`config.mk`:
```
export PLATFORM = sky130hd
export DESIGN_NAME = wdtp_top
export DESIGN_NICKNAME = d
export VERILOG_FILES = /design/src/logic/wdtp_pkg.sv /design/src/logic/wdtp_top.sv
export SDC_FILE = /design/constraint.sdc
export NUM_CORES = 1
export LEC_CHECK = 0
export BUFFER_PORTS_ARGS = -buffer_cell sky130_fd_sc_hd__clkbuf_2
export CAP_MARGIN = 20
export CORE_UTILIZATION = 59
export DETAILED_ROUTE_END_ITERATION = 7
export PLACE_DENSITY_LB_ADDON = 0.1
export SETUP_SLACK_MARGIN = 0.5
export SKIP_CTS_REPAIR_TIMING = 1
export SYNTH_ARGS = -nofsm -noshare
export SYNTH_HDL_FRONTEND = slang
export SYNTH_SLANG_ARGS = --single-unit
```
`constraint.sdc`:
```
create_clock -name mclk -period 3.1 [get_ports mclk]
set_input_delay 0 -clock mclk [delete_from_list [all_inputs] [get_ports mclk]]
set_output_delay 0 -clock mclk [all_outputs]
set_load 0.005 [all_outputs]
```
`src/logic/wdtp_pkg.sv`:
```
/*
 * Constants, register map and state type for the watchdog with prescaler.
 * Assumes one clock that stands for the quad-rate bus clock.
 */
`default_nettype none

package wdtp_pkg;

    // ------------------------------------------------------------
    // Widths
    // ------------------------------------------------------------
    localparam int PRE_W = 12;
    localparam int WDG_W = 6;
    localparam int ADDR_W = 16;
    localparam int DATA_W = 8;

    // ------------------------------------------------------------
    // Register offsets
    // ------------------------------------------------------------
    localparam logic [15:0] ADDR_WDG_CLEAR = 16'hFFFF;
    localparam logic [15:0] ADDR_FIRST_CFG = 16'h001F;
    localparam logic [15:0] ADDR_RST_STATUS = 16'h0001;

    // ------------------------------------------------------------
    // Field positions
    // ------------------------------------------------------------
    localparam int CFG_DISABLE_BIT = 0;
    localparam int CFG_RATE_BIT = 1;
    localparam int CFG_PIN_EN_BIT = 2;
    localparam int STATUS_WDG_BIT = 0;

    // ------------------------------------------------------------
    // Reset values
    // ------------------------------------------------------------
    localparam logic RST_DISABLE = 1'b0;
    localparam logic RST_RATE = 1'b0;
    localparam logic RST_PIN_EN = 1'b0;

    // ------------------------------------------------------------
    // Timing counts, in quad-rate bus clock cycles
    // ------------------------------------------------------------
    localparam int LONG_CYCLES = 262128;
    localparam int SHORT_CYCLES = 8176;
    localparam int PIN_PULSE_CYCLES = 32;
    localparam int POR_CYCLES = 4096;
    localparam logic [11:0] PRE_TERM = 12'((LONG_CYCLES - 1) % (1 << PRE_W));
    localparam logic [5:0] WDG_TERM_LONG = 6'((LONG_CYCLES - 1) >> PRE_W);
    localparam logic [5:0] WDG_TERM_SHORT = 6'((SHORT_CYCLES - 1) >> PRE_W);
    localparam logic [5:0] PULSE_LAST = 6'(PIN_PULSE_CYCLES - 1);
    localparam logic [12:0] POR_LAST = 13'(POR_CYCLES - 1);

    // ------------------------------------------------------------
    // Whole state of the block
    // ------------------------------------------------------------
    typedef struct packed {
        logic [11:0] pre;
        logic [5:0] wdg;
        logic [12:0] por_cnt;
        logic por_done;
        logic [5:0] pulse_cnt;
        logic pulse_on;
        logic pin_oe_n;
        logic cfg_disable;
        logic cfg_rate;
        logic cfg_pin_en;
        logic cause_wdg;
        logic [7:0] rdata;
        logic wdg_reset;
    } wdtp_state_t;

endpackage : wdtp_pkg

`default_nettype wire

```
`src/logic/wdtp_top.sv`:
```
/*
 * Watchdog timer fed by a 12-bit prescale counter, with reset pin pulse,
 * reset cause flag and a small register port.
 * Assumes mclk is the quad-rate bus clock and that all control inputs
 * come from logic on the same clock.
 */
// Behaviour
// - A 12-bit prescale counter counts every clock and steps a 6-bit watchdog counter each time it wraps past 12'hFFF.
// - Without service the watchdog times out after 262128 or 8176 clocks, as rate select says.
// - Any write to the clear register zeroes the watchdog counter and prescale bits 11 to 4.
// - A timeout sets the cause flag and, with the pin enable set, drives the reset pin low 32 clocks.
// - The stop instruction clears the prescale counter.
// - A read of the clear register returns the low byte of the reset vector.
// - The prescale counter is cleared 4096 clocks after power up.
// - Any internal reset clears the prescale counter and the watchdog counter.
// - The disable output follows the disable bit of the first configuration register.
// - The counting chain runs on mclk, the quad-rate bus clock.
`timescale 1ns/10ps
`default_nettype none

module wdtp_top #(
    parameter logic [7:0] RESET_VECTOR_LO = 8'h00
) (
    // Clock and reset
    input wire logic mclk,
    input wire logic rst,
    // Register port
    input wire logic [wdtp_pkg::ADDR_W-1:0] reg_addr,
    input wire logic [wdtp_pkg::DATA_W-1:0] reg_wdata,
    input wire logic reg_wr,
    input wire logic reg_rd,
    output logic [wdtp_pkg::DATA_W-1:0] reg_rdata,
    // Core events
    input wire logic stop_exec,
    input wire logic internal_reset,
    // Reset outputs
    output logic wdg_reset,
    output logic rst_pin_out,
    output logic rst_pin_oe_n,
    output logic watchdog_disable
);
    import wdtp_pkg::*;

    wdtp_state_t cur_ff;
    wdtp_state_t nxt_cur;

    logic [5:0] wdg_term;
    logic timeout;
    logic clear_wr;

    always_comb
    begin
        nxt_cur = cur_ff;
        clear_wr = reg_wr && (reg_addr == ADDR_WDG_CLEAR);
        wdg_term = cur_ff.cfg_rate ? WDG_TERM_SHORT : WDG_TERM_LONG;
        timeout = !cur_ff.cfg_disable && !cur_ff.pulse_on
            && (cur_ff.wdg == wdg_term) && (cur_ff.pre == PRE_TERM);

        // ------------------------------------------------------------
        // Counting chain
        // ------------------------------------------------------------
        nxt_cur.pre = cur_ff.pre + 12'h001;
        if (cur_ff.pre == 12'hFFF)
        begin
            nxt_cur.wdg = cur_ff.wdg + 6'h01;
        end
        if (clear_wr)
        begin
            nxt_cur.wdg = 6'h00;
            nxt_cur.pre = {8'h00, cur_ff.pre[3:0] + 4'h1};
        end
        if (cur_ff.cfg_disable)
        begin
            nxt_cur.wdg = 6'h00;
        end
        if (stop_exec)
        begin
            nxt_cur.pre = 12'h000;
        end

        // ------------------------------------------------------------
        // Power-up delay
        // ------------------------------------------------------------
        if (!cur_ff.por_done)
        begin
            nxt_cur.por_cnt = cur_ff.por_cnt + 13'h0001;
            if (cur_ff.por_cnt == POR_LAST)
            begin
                nxt_cur.por_done = 1'b1;
                nxt_cur.pre = 12'h000;
            end
        end

        // ------------------------------------------------------------
        // Timeout and reset pulse
        // ------------------------------------------------------------
        if (cur_ff.pulse_on)
        begin
            nxt_cur.pulse_cnt = cur_ff.pulse_cnt + 6'h01;
            if (cur_ff.pulse_cnt == PULSE_LAST)
            begin
                nxt_cur.pulse_on = 1'b0;
                nxt_cur.wdg_reset = 1'b0;
                nxt_cur.pin_oe_n = 1'b1;
            end
        end
        if (internal_reset || cur_ff.pulse_on)
        begin
            nxt_cur.pre = 12'h000;
            nxt_cur.wdg = 6'h00;
        end
        if (timeout)
        begin
            nxt_cur.pulse_on = 1'b1;
            nxt_cur.pulse_cnt = 6'h00;
            nxt_cur.wdg_reset = 1'b1;
            nxt_cur.pin_oe_n = !cur_ff.cfg_pin_en;
            nxt_cur.pre = 12'h000;
            nxt_cur.wdg = 6'h00;
        end

        // ------------------------------------------------------------
        // Register writes
        // ------------------------------------------------------------
        if (reg_wr && (reg_addr == ADDR_FIRST_CFG))
        begin
            nxt_cur.cfg_disable = reg_wdata[CFG_DISABLE_BIT];
            nxt_cur.cfg_rate = reg_wdata[CFG_RATE_BIT];
            nxt_cur.cfg_pin_en = reg_wdata[CFG_PIN_EN_BIT];
        end
        if (reg_wr && (reg_addr == ADDR_RST_STATUS) && reg_wdata[STATUS_WDG_BIT])
        begin
            nxt_cur.cause_wdg = 1'b0;
        end
        if (timeout)
        begin
            nxt_cur.cause_wdg = 1'b1;
        end

        // ------------------------------------------------------------
        // Register reads
        // ------------------------------------------------------------
        nxt_cur.rdata = 8'h00;
        if (reg_rd)
        begin
            case (reg_addr)
                ADDR_WDG_CLEAR: nxt_cur.rdata = RESET_VECTOR_LO;
                ADDR_FIRST_CFG:
                begin
                    nxt_cur.rdata[CFG_DISABLE_BIT] = cur_ff.cfg_disable;
                    nxt_cur.rdata[CFG_RATE_BIT] = cur_ff.cfg_rate;
                    nxt_cur.rdata[CFG_PIN_EN_BIT] = cur_ff.cfg_pin_en;
                end
                ADDR_RST_STATUS: nxt_cur.rdata[STATUS_WDG_BIT] = cur_ff.cause_wdg;
                default: nxt_cur.rdata = 8'h00;
            endcase
        end
    end

    always_ff @(posedge mclk)
    begin
        if (rst)
        begin
            cur_ff <= '0;
            cur_ff.pin_oe_n <= 1'b1;
            cur_ff.cfg_disable <= RST_DISABLE;
            cur_ff.cfg_rate <= RST_RATE;
            cur_ff.cfg_pin_en <= RST_PIN_EN;
        end
        else
        begin
            cur_ff <= nxt_cur;
        end
    end

    // ------------------------------------------------------------
    // Outputs
    // ------------------------------------------------------------
    assign reg_rdata = cur_ff.rdata;
    assign wdg_reset = cur_ff.wdg_reset;
    assign rst_pin_out = 1'b0;
    assign rst_pin_oe_n = cur_ff.pin_oe_n;
    assign watchdog_disable = cur_ff.cfg_disable;

endmodule : wdtp_top

`default_nettype wire

```
==> flow_summary.toml, run 1 <==
[placement]
place_congestion = 0.791
port_buffers = 30
dp_hpwl_microns = 2970

[timing]
slew_violations = 0
finalCritPeriodShare_pct = 75.4
tightest_slew_ns = 0.626
rsz0062_at_grt = "false"
setup_viol = 0
fmax_mhz = 428
finalHoldViolations = 0
fin_worst_skew_ns = 0.00818
maxSlewHeadroom_pct = 58.1
period_needed_ns = 2.34
finalSetupTns_ns = 0

[setup_path]
crit_path_cell_trace = "ha_1 > nand4_1 > or4_1 > or3b_1 > a21o_1"
cpPeakStageDelay_ns = 0.74
end_kind = "flop"
critPathMaxFanout = 7
r2r_cells = 5
cp_slowest_cell = "or4_1"
crit_required_ns = 3.30
cp_data_arrival_time_ns = 2.54
cp-start-kind = "flop"
criticalPathCategory = "flop to flop"

[route]
antenna_left = 0
drtIter0Drc = 102
dr.pass1.iters = 4
wirelength_microns = 4270
post_drt_via_cell_ratio = 5.61
vias = 1884
drcViolationCount = 0
wl_per_cell_microns = 12.7

[cells_and_area]
fillers = 319
final_util_pct = 70.1
nets = 322
num_antenna_cells = 0
layout-drive-gt1-share_pct = 14.6
areaGrowthSynthToFinish_pct = 13.4

[clocking]
numCtsBuffers = 5
cts.clk_slew.worst_paths_ns = 0.09
clock_latency_ns = 0.30
clkSinkCount = 48
max-clock-path-buffers = 2
cts_tree = "yes"
ctsHtreeMaxLevel = 2
root_buffer = "clkbuf_8"

[logic_synthesis]
postSynth.asyncResetShare_pct = 0
synth_area_sq_um = 2280
ys_ff_latch = 48
synth_edf_count = 0
synthMostInstantiatedCell = "dfxtp_1"
seq_area_frac_synth_pct = 42.1
ys.flop_type = "dfxtp_1"
synthTopCellsByCount = "48 x dfxtp_1, 29 x nor3_1, 17 x xnor2_1"
synth_top_cell_by_area = "dfxtp_1"
synth_area_leaders = "dfxtp_1 42%, xnor2_1 6.5%, nor3_1 6.4%"
synth-warning-count = 0
yosysUniqueCellTypes = 44
synth.avg_cell_area_sq_um = 8.84
syn_inst = 258
yosysTopAreaCellShare_pct = 42.1

[global_routing]
antenna_found_initial = 0
grt_pass1_wl_microns = 7270
gr-total-overflow = 0
grtUsageTotal_pct = 23.0
grt_start_max_net_pins = 28
grt_pass1_vias = 1704

[power_and_ir_drop]
combPwrFrac_pct = 4.6
p_leak_uw = 0.000893
p_sw_uw = 234
p_seq_share_pct = 52.1
p_int_uw = 963
pwr-share-clk_pct = 43.3
p_per_area_nw_per_um2 = 463
peakVddDrop_mv = 0.317
swShare_pct = 19.6

[floorplanning]
die_area_sq_um = 4120
die_x_microns = 64.2
die_h_microns = 64.2
io_pins = 42
design.core.area_sq_um = 3690
placementRows = 22
start_util_pct = 61.8

[worst_hold_path]
hold_path_class = "input port to flop"
hold_depth = 3

[status]
status = "complete, no violations"

[run]
maxCapViolations = 0
critical path: cells and delay by family, from the launching register on:
family                     cells  cell delay, ns
AOI/OAI and AO/OA              1            0.17
adders and majority gates      1            0.25
DFF                            1            0.38
and+or+nand+nor                3            1.43
power groups by stage:
stage / registers [uW] / logic (uW) / clock network (uW)
after floorplan: 637 / 31.5 / 0
after global placement: 638 / 48.3 / 0
after detailed placement: 638 / 48.9 / 0
after CTS: 624 / 49.6 / 533
after global routing: 625 / 62.5 / 554
final: 624 / 55.6 / 518
stage by stage:
step,total power [uW],worst slack [ns],area [sq um],hold WS (ns),instances
CTS,1210,0.690,2540,-0.0781,332
floorplan,669,1.03,2300,0.148,263
global route,1240,0.576,2590,0.0271,336
global placement,686,0.721,2410,0.255,325
detailed placement,687,0.707,2410,0.250,325
finish,1200,0.764,2590,0.00249,336
cell usage in the layout, fill, tap and decap left out, drive strengths merged, types with 2 or more instances in the layout:
cell type | netlist | routed
dfxtp | 48 | 48
clkbuf | 4 | 35
nor3 | 29 | 29
xnor2 | 17 | 17
nor2 | 17 | 17
nand3 | 16 | 16
nand2 | 13 | 13
xor2 | 10 | 10
o21ai | 10 | 10
nand4 | 9 | 9
nor4 | 8 | 8
inv | 7 | 7
a21oi | 7 | 7
or3 | 6 | 6
conb | 1 | 6
and4 | 5 | 5
ha | 4 | 4
nor2b | 3 | 3
mux2i | 3 | 3
dlygate4sd3 | 0 | 3
or4 | 2 | 2
nand4b | 2 | 2
o21bai | 2 | 2
a211oi | 2 | 2
and4b | 2 | 2
o21a | 2 | 2
a31oi | 2 | 2
and3 | 2 | 2
and2 | 2 | 2
bufinv | 0 | 2
buf | 13 | 2
kinds of logic (layout without fill, tap and decap cells):
kind of cell / after synthesis / count (layout) / share of synthesized area (%)
AOI/OAI and AO/OA: 32 / 32 / 9.43
xor gates and xnor gates: 27 / 27 / 10.4
adders and majority gates: 4 / 4 / 2.19
buffers and inverters: 24 / 49 / 5.98
DFF: 48 / 48 / 42.1
muxes: 3 / 3 / 1.32
other: 1 / 6 / 0.164
and+or+nand+nor: 119 / 119 / 28.4
layout make-up:
class,instances,area [sq um],share of cell area [%]
Multi-Input combinational cell,191,1200,46.5
Sequential cell,48,961,37.2
Timing Repair Buffer,35,208,8.03
Clock buffer,5,68.8,2.66
Clock inverter,2,60.1,2.32
Tap cell,48,60.1,2.32
Inverter,7,26.3,1.02
sequential cells by signal, summed over array words and instances, names as in the netlist:
| signal | count |
|---|---|
| watchdog_disable | 1 |
| wdg_reset | 1 |
| cur_ff | 42 |
| reg_rdata | 3 |
| rst_pin_oe_n | 1 |
layer usage:
metal	up-vias	share of wire [%]	track usage [%]	wire (microns)
li1	984	-	-	-
met5	-	0	0	0
met2	34	46	39.1	1950
met3	8	3.3	6.07	142
met1	858	49	27.0	2100
met4	0	1.8	10.3	77
path summary, 6_finish.rpt:
| check | startpoint | end | slack, ns |
|---|---|---|---|
| setup / recovery | cur_ff[41] | rst_pin_oe_n | 0.76 |
| hold reg to reg | cur_ff[41] | cur_ff[41] | 0.49 |
| setup reg to reg | cur_ff[41] | rst_pin_oe_n | 0.76 |
| hold / removal | reg_addr[0] | reg_rdata[0] | 0.002 |
Note: power is estimated with default switching activity, not from simulation.
==> run 2: changes to the inputs <==
--- a/config.mk
+++ b/config.mk
@@ -7,7 +7,7 @@
 export LEC_CHECK = 0
 export BUFFER_PORTS_ARGS = -buffer_cell sky130_fd_sc_hd__clkbuf_2
 export CAP_MARGIN = 20
-export CORE_UTILIZATION = 59
+export CORE_UTILIZATION = 55
 export DETAILED_ROUTE_END_ITERATION = 7
 export PLACE_DENSITY_LB_ADDON = 0.1
 export SETUP_SLACK_MARGIN = 0.5
==> constraint.sdc (replaced) <==
create_clock -name mclk -period 2.3 [get_ports mclk]
set_input_delay 0 -clock mclk [delete_from_list [all_inputs] [get_ports mclk]]
set_output_delay 0 -clock mclk [all_outputs]
set_load 0.005 [all_outputs]
==> flow_summary.toml, run 2 (synthesis results as in run 1) <==
[status]
status = "complete, no violations"

[global_routing]
grt_pass1_wl_microns = 6760
gr-total-overflow = 0
antenna_found_initial = 0
grt_start_max_net_pins = 28
grt_pass1_vias = 1570
grtUsageTotal_pct = 20.5

[placement]
placed_area_sq_um = 2540
place_congestion = 0.750
port_buffers = 30
dp_hpwl_microns = 3040
place_inst = 333

[timing]
fin_worst_skew_ns = 0.00430
finalSetupTns_ns = 0
finalCritPeriodShare_pct = 81.7
fmax_mhz = 532
slew_violations = 0
hold_ws_ns = 0.00796
finalHoldViolations = 0
setup_viol = 0
rsz0062_at_grt = "true"
tightest_slew_ns = 0.696
maxSlewHeadroom_pct = 53.5
period_needed_ns = 1.88

[power_and_ir_drop]
swShare_pct = 22.9
pwr-share-clk_pct = 36.5
p_seq_share_pct = 58.1
peakVddDrop_mv = 0.363
p_leak_uw = 0.000936
combPwrFrac_pct = 5.4
p_per_area_nw_per_um2 = 526
p_sw_uw = 331
p_int_uw = 1110

[clocking]
ctsHtreeMaxLevel = 2
cts_tree = "yes"
clock_latency_ns = 0.30
root_buffer = "clkbuf_8"
clkSinkCount = 48
cts.clk_slew.worst_paths_ns = 0.09
max-clock-path-buffers = 2
numCtsBuffers = 5

[setup_path]
crit_family = "simple AND/OR/NAND/NOR gates"
crit_required_ns = 2.51
rr_startpoint = "watchdog_disable"
setup.reg_to_reg.worst_slack_ns = 0.42
reg2reg_to = "rst_pin_oe_n"
cpPeakStageDelay_ns = 0.57
crit_path_cell_trace = "or3_1 > or4_4 > or3b_1 > a21o_1"
critPathMaxFanout = 5
cp_slowest_cell = "or4_4"
cp-start-kind = "flop"
cp.depth = 4
cp_data_arrival_time_ns = 2.08
criticalPathCategory = "flop to flop"
worst-path-buf-inv = 0
r2r_cells = 4
end_kind = "flop"

[worst_hold_path]
min_to = "reg_rdata[0]"
hold_path_class = "input port to flop"
hold_depth = 3
min_from = "reg_addr[0]"

[route]
vias = 1898
wl_per_cell_microns = 12.3
dr.pass1.iters = 4
antenna_left = 0
drcViolationCount = 0
post_drt_via_cell_ratio = 5.44
wirelength_microns = 4290
drtIter0Drc = 40

[cells_and_area]
num_antenna_cells = 0
largest_reg_flops = 42
mostFrequentLayoutCell = "dfxtp_1"
final_cell_mix = "44 x dfxtp_1, 30 x clkbuf_2, 20 x nor3_1, 17 x xnor2_1"
final_util_pct = 68.6
layout-drive-gt1-share_pct = 25.1
stdcell_area_sq_um = 2750
nets = 332
regMostFlops = "cur_ff"
areaGrowthSynthToFinish_pct = 20.4
instances_no_fill = 349

[run]
maxCapViolations = 0

[floorplanning]
design.core.area_sq_um = 4000
placementRows = 23
die_x_microns = 66.4
io_pins = 42
die_area_sq_um = 4410
die_h_microns = 66.4
start_util_pct = 57.0
run 2: cell count changes in the layout (fill, tap and decap cells not counted), moves of 3 or more:
cell / change
nor3_1: -9
nor3_2: +9
dfxtp_1: -4
buf_4: +9
dfxtp_4: +3
run 2: power by group through the flow:
stage               Clock (uW)  Combinational, uW  Sequential, uW
global route               584               86.8             839
finish                     527               77.9             838
detailed placement           0               73.4             861
global placement             0               73.1             861
CTS                        550               73.5             841
floorplan                    0               46.8             860
run 2: per-layer routing:
metal | global-route usage (%) | vias up | share of wire [%]
met1 | 26.0 | 858 | 50
met3 | 5.69 | 7 | 3.3
met5 | 0 | - | 0
li1 | - | 1000 | -
met4 | 8.78 | 0 | 1.6
met2 | 32.4 | 33 | 45
run 2: area by class of cell:
type	instances	area [sq um]
Multi-Input combinational cell	191	1300
Fill cell	334	1250
Sequential cell	48	973
Timing Repair Buffer	45	287
Clock buffer	6	82.6
Tap cell	50	62.6
Inverter	7	26.3
Clock inverter	2	15.0
run 2: how the worst max path moves through the flow:
stage                                 from      endpoint
final                     watchdog_disable  rst_pin_oe_n
after global routing            cur_ff[41]    cur_ff[38]
after CTS                       cur_ff[45]  rst_pin_oe_n
after detailed placement        cur_ff[41]  rst_pin_oe_n
after global placement          cur_ff[41]  rst_pin_oe_n
after floorplan                 cur_ff[41]  rst_pin_oe_n
run 2: per-stage QoR:
step	setup WS [ns]	total power [uW]
6_report	0.421	1440
3_5_place_dp	0.285	934
5_1_grt	0.375	1510
2_1_floorplan	0.307	906
4_1_cts	0.269	1470
3_3_place_gp	0.313	934
run 2: worst register-to-register path, cell delays in order, from the launching register on:
cell	delay (ns)
dfxtp_4	0.35
or3_1	0.34
or4_4	0.57
or3b_1	0.37
a21o_1	0.15
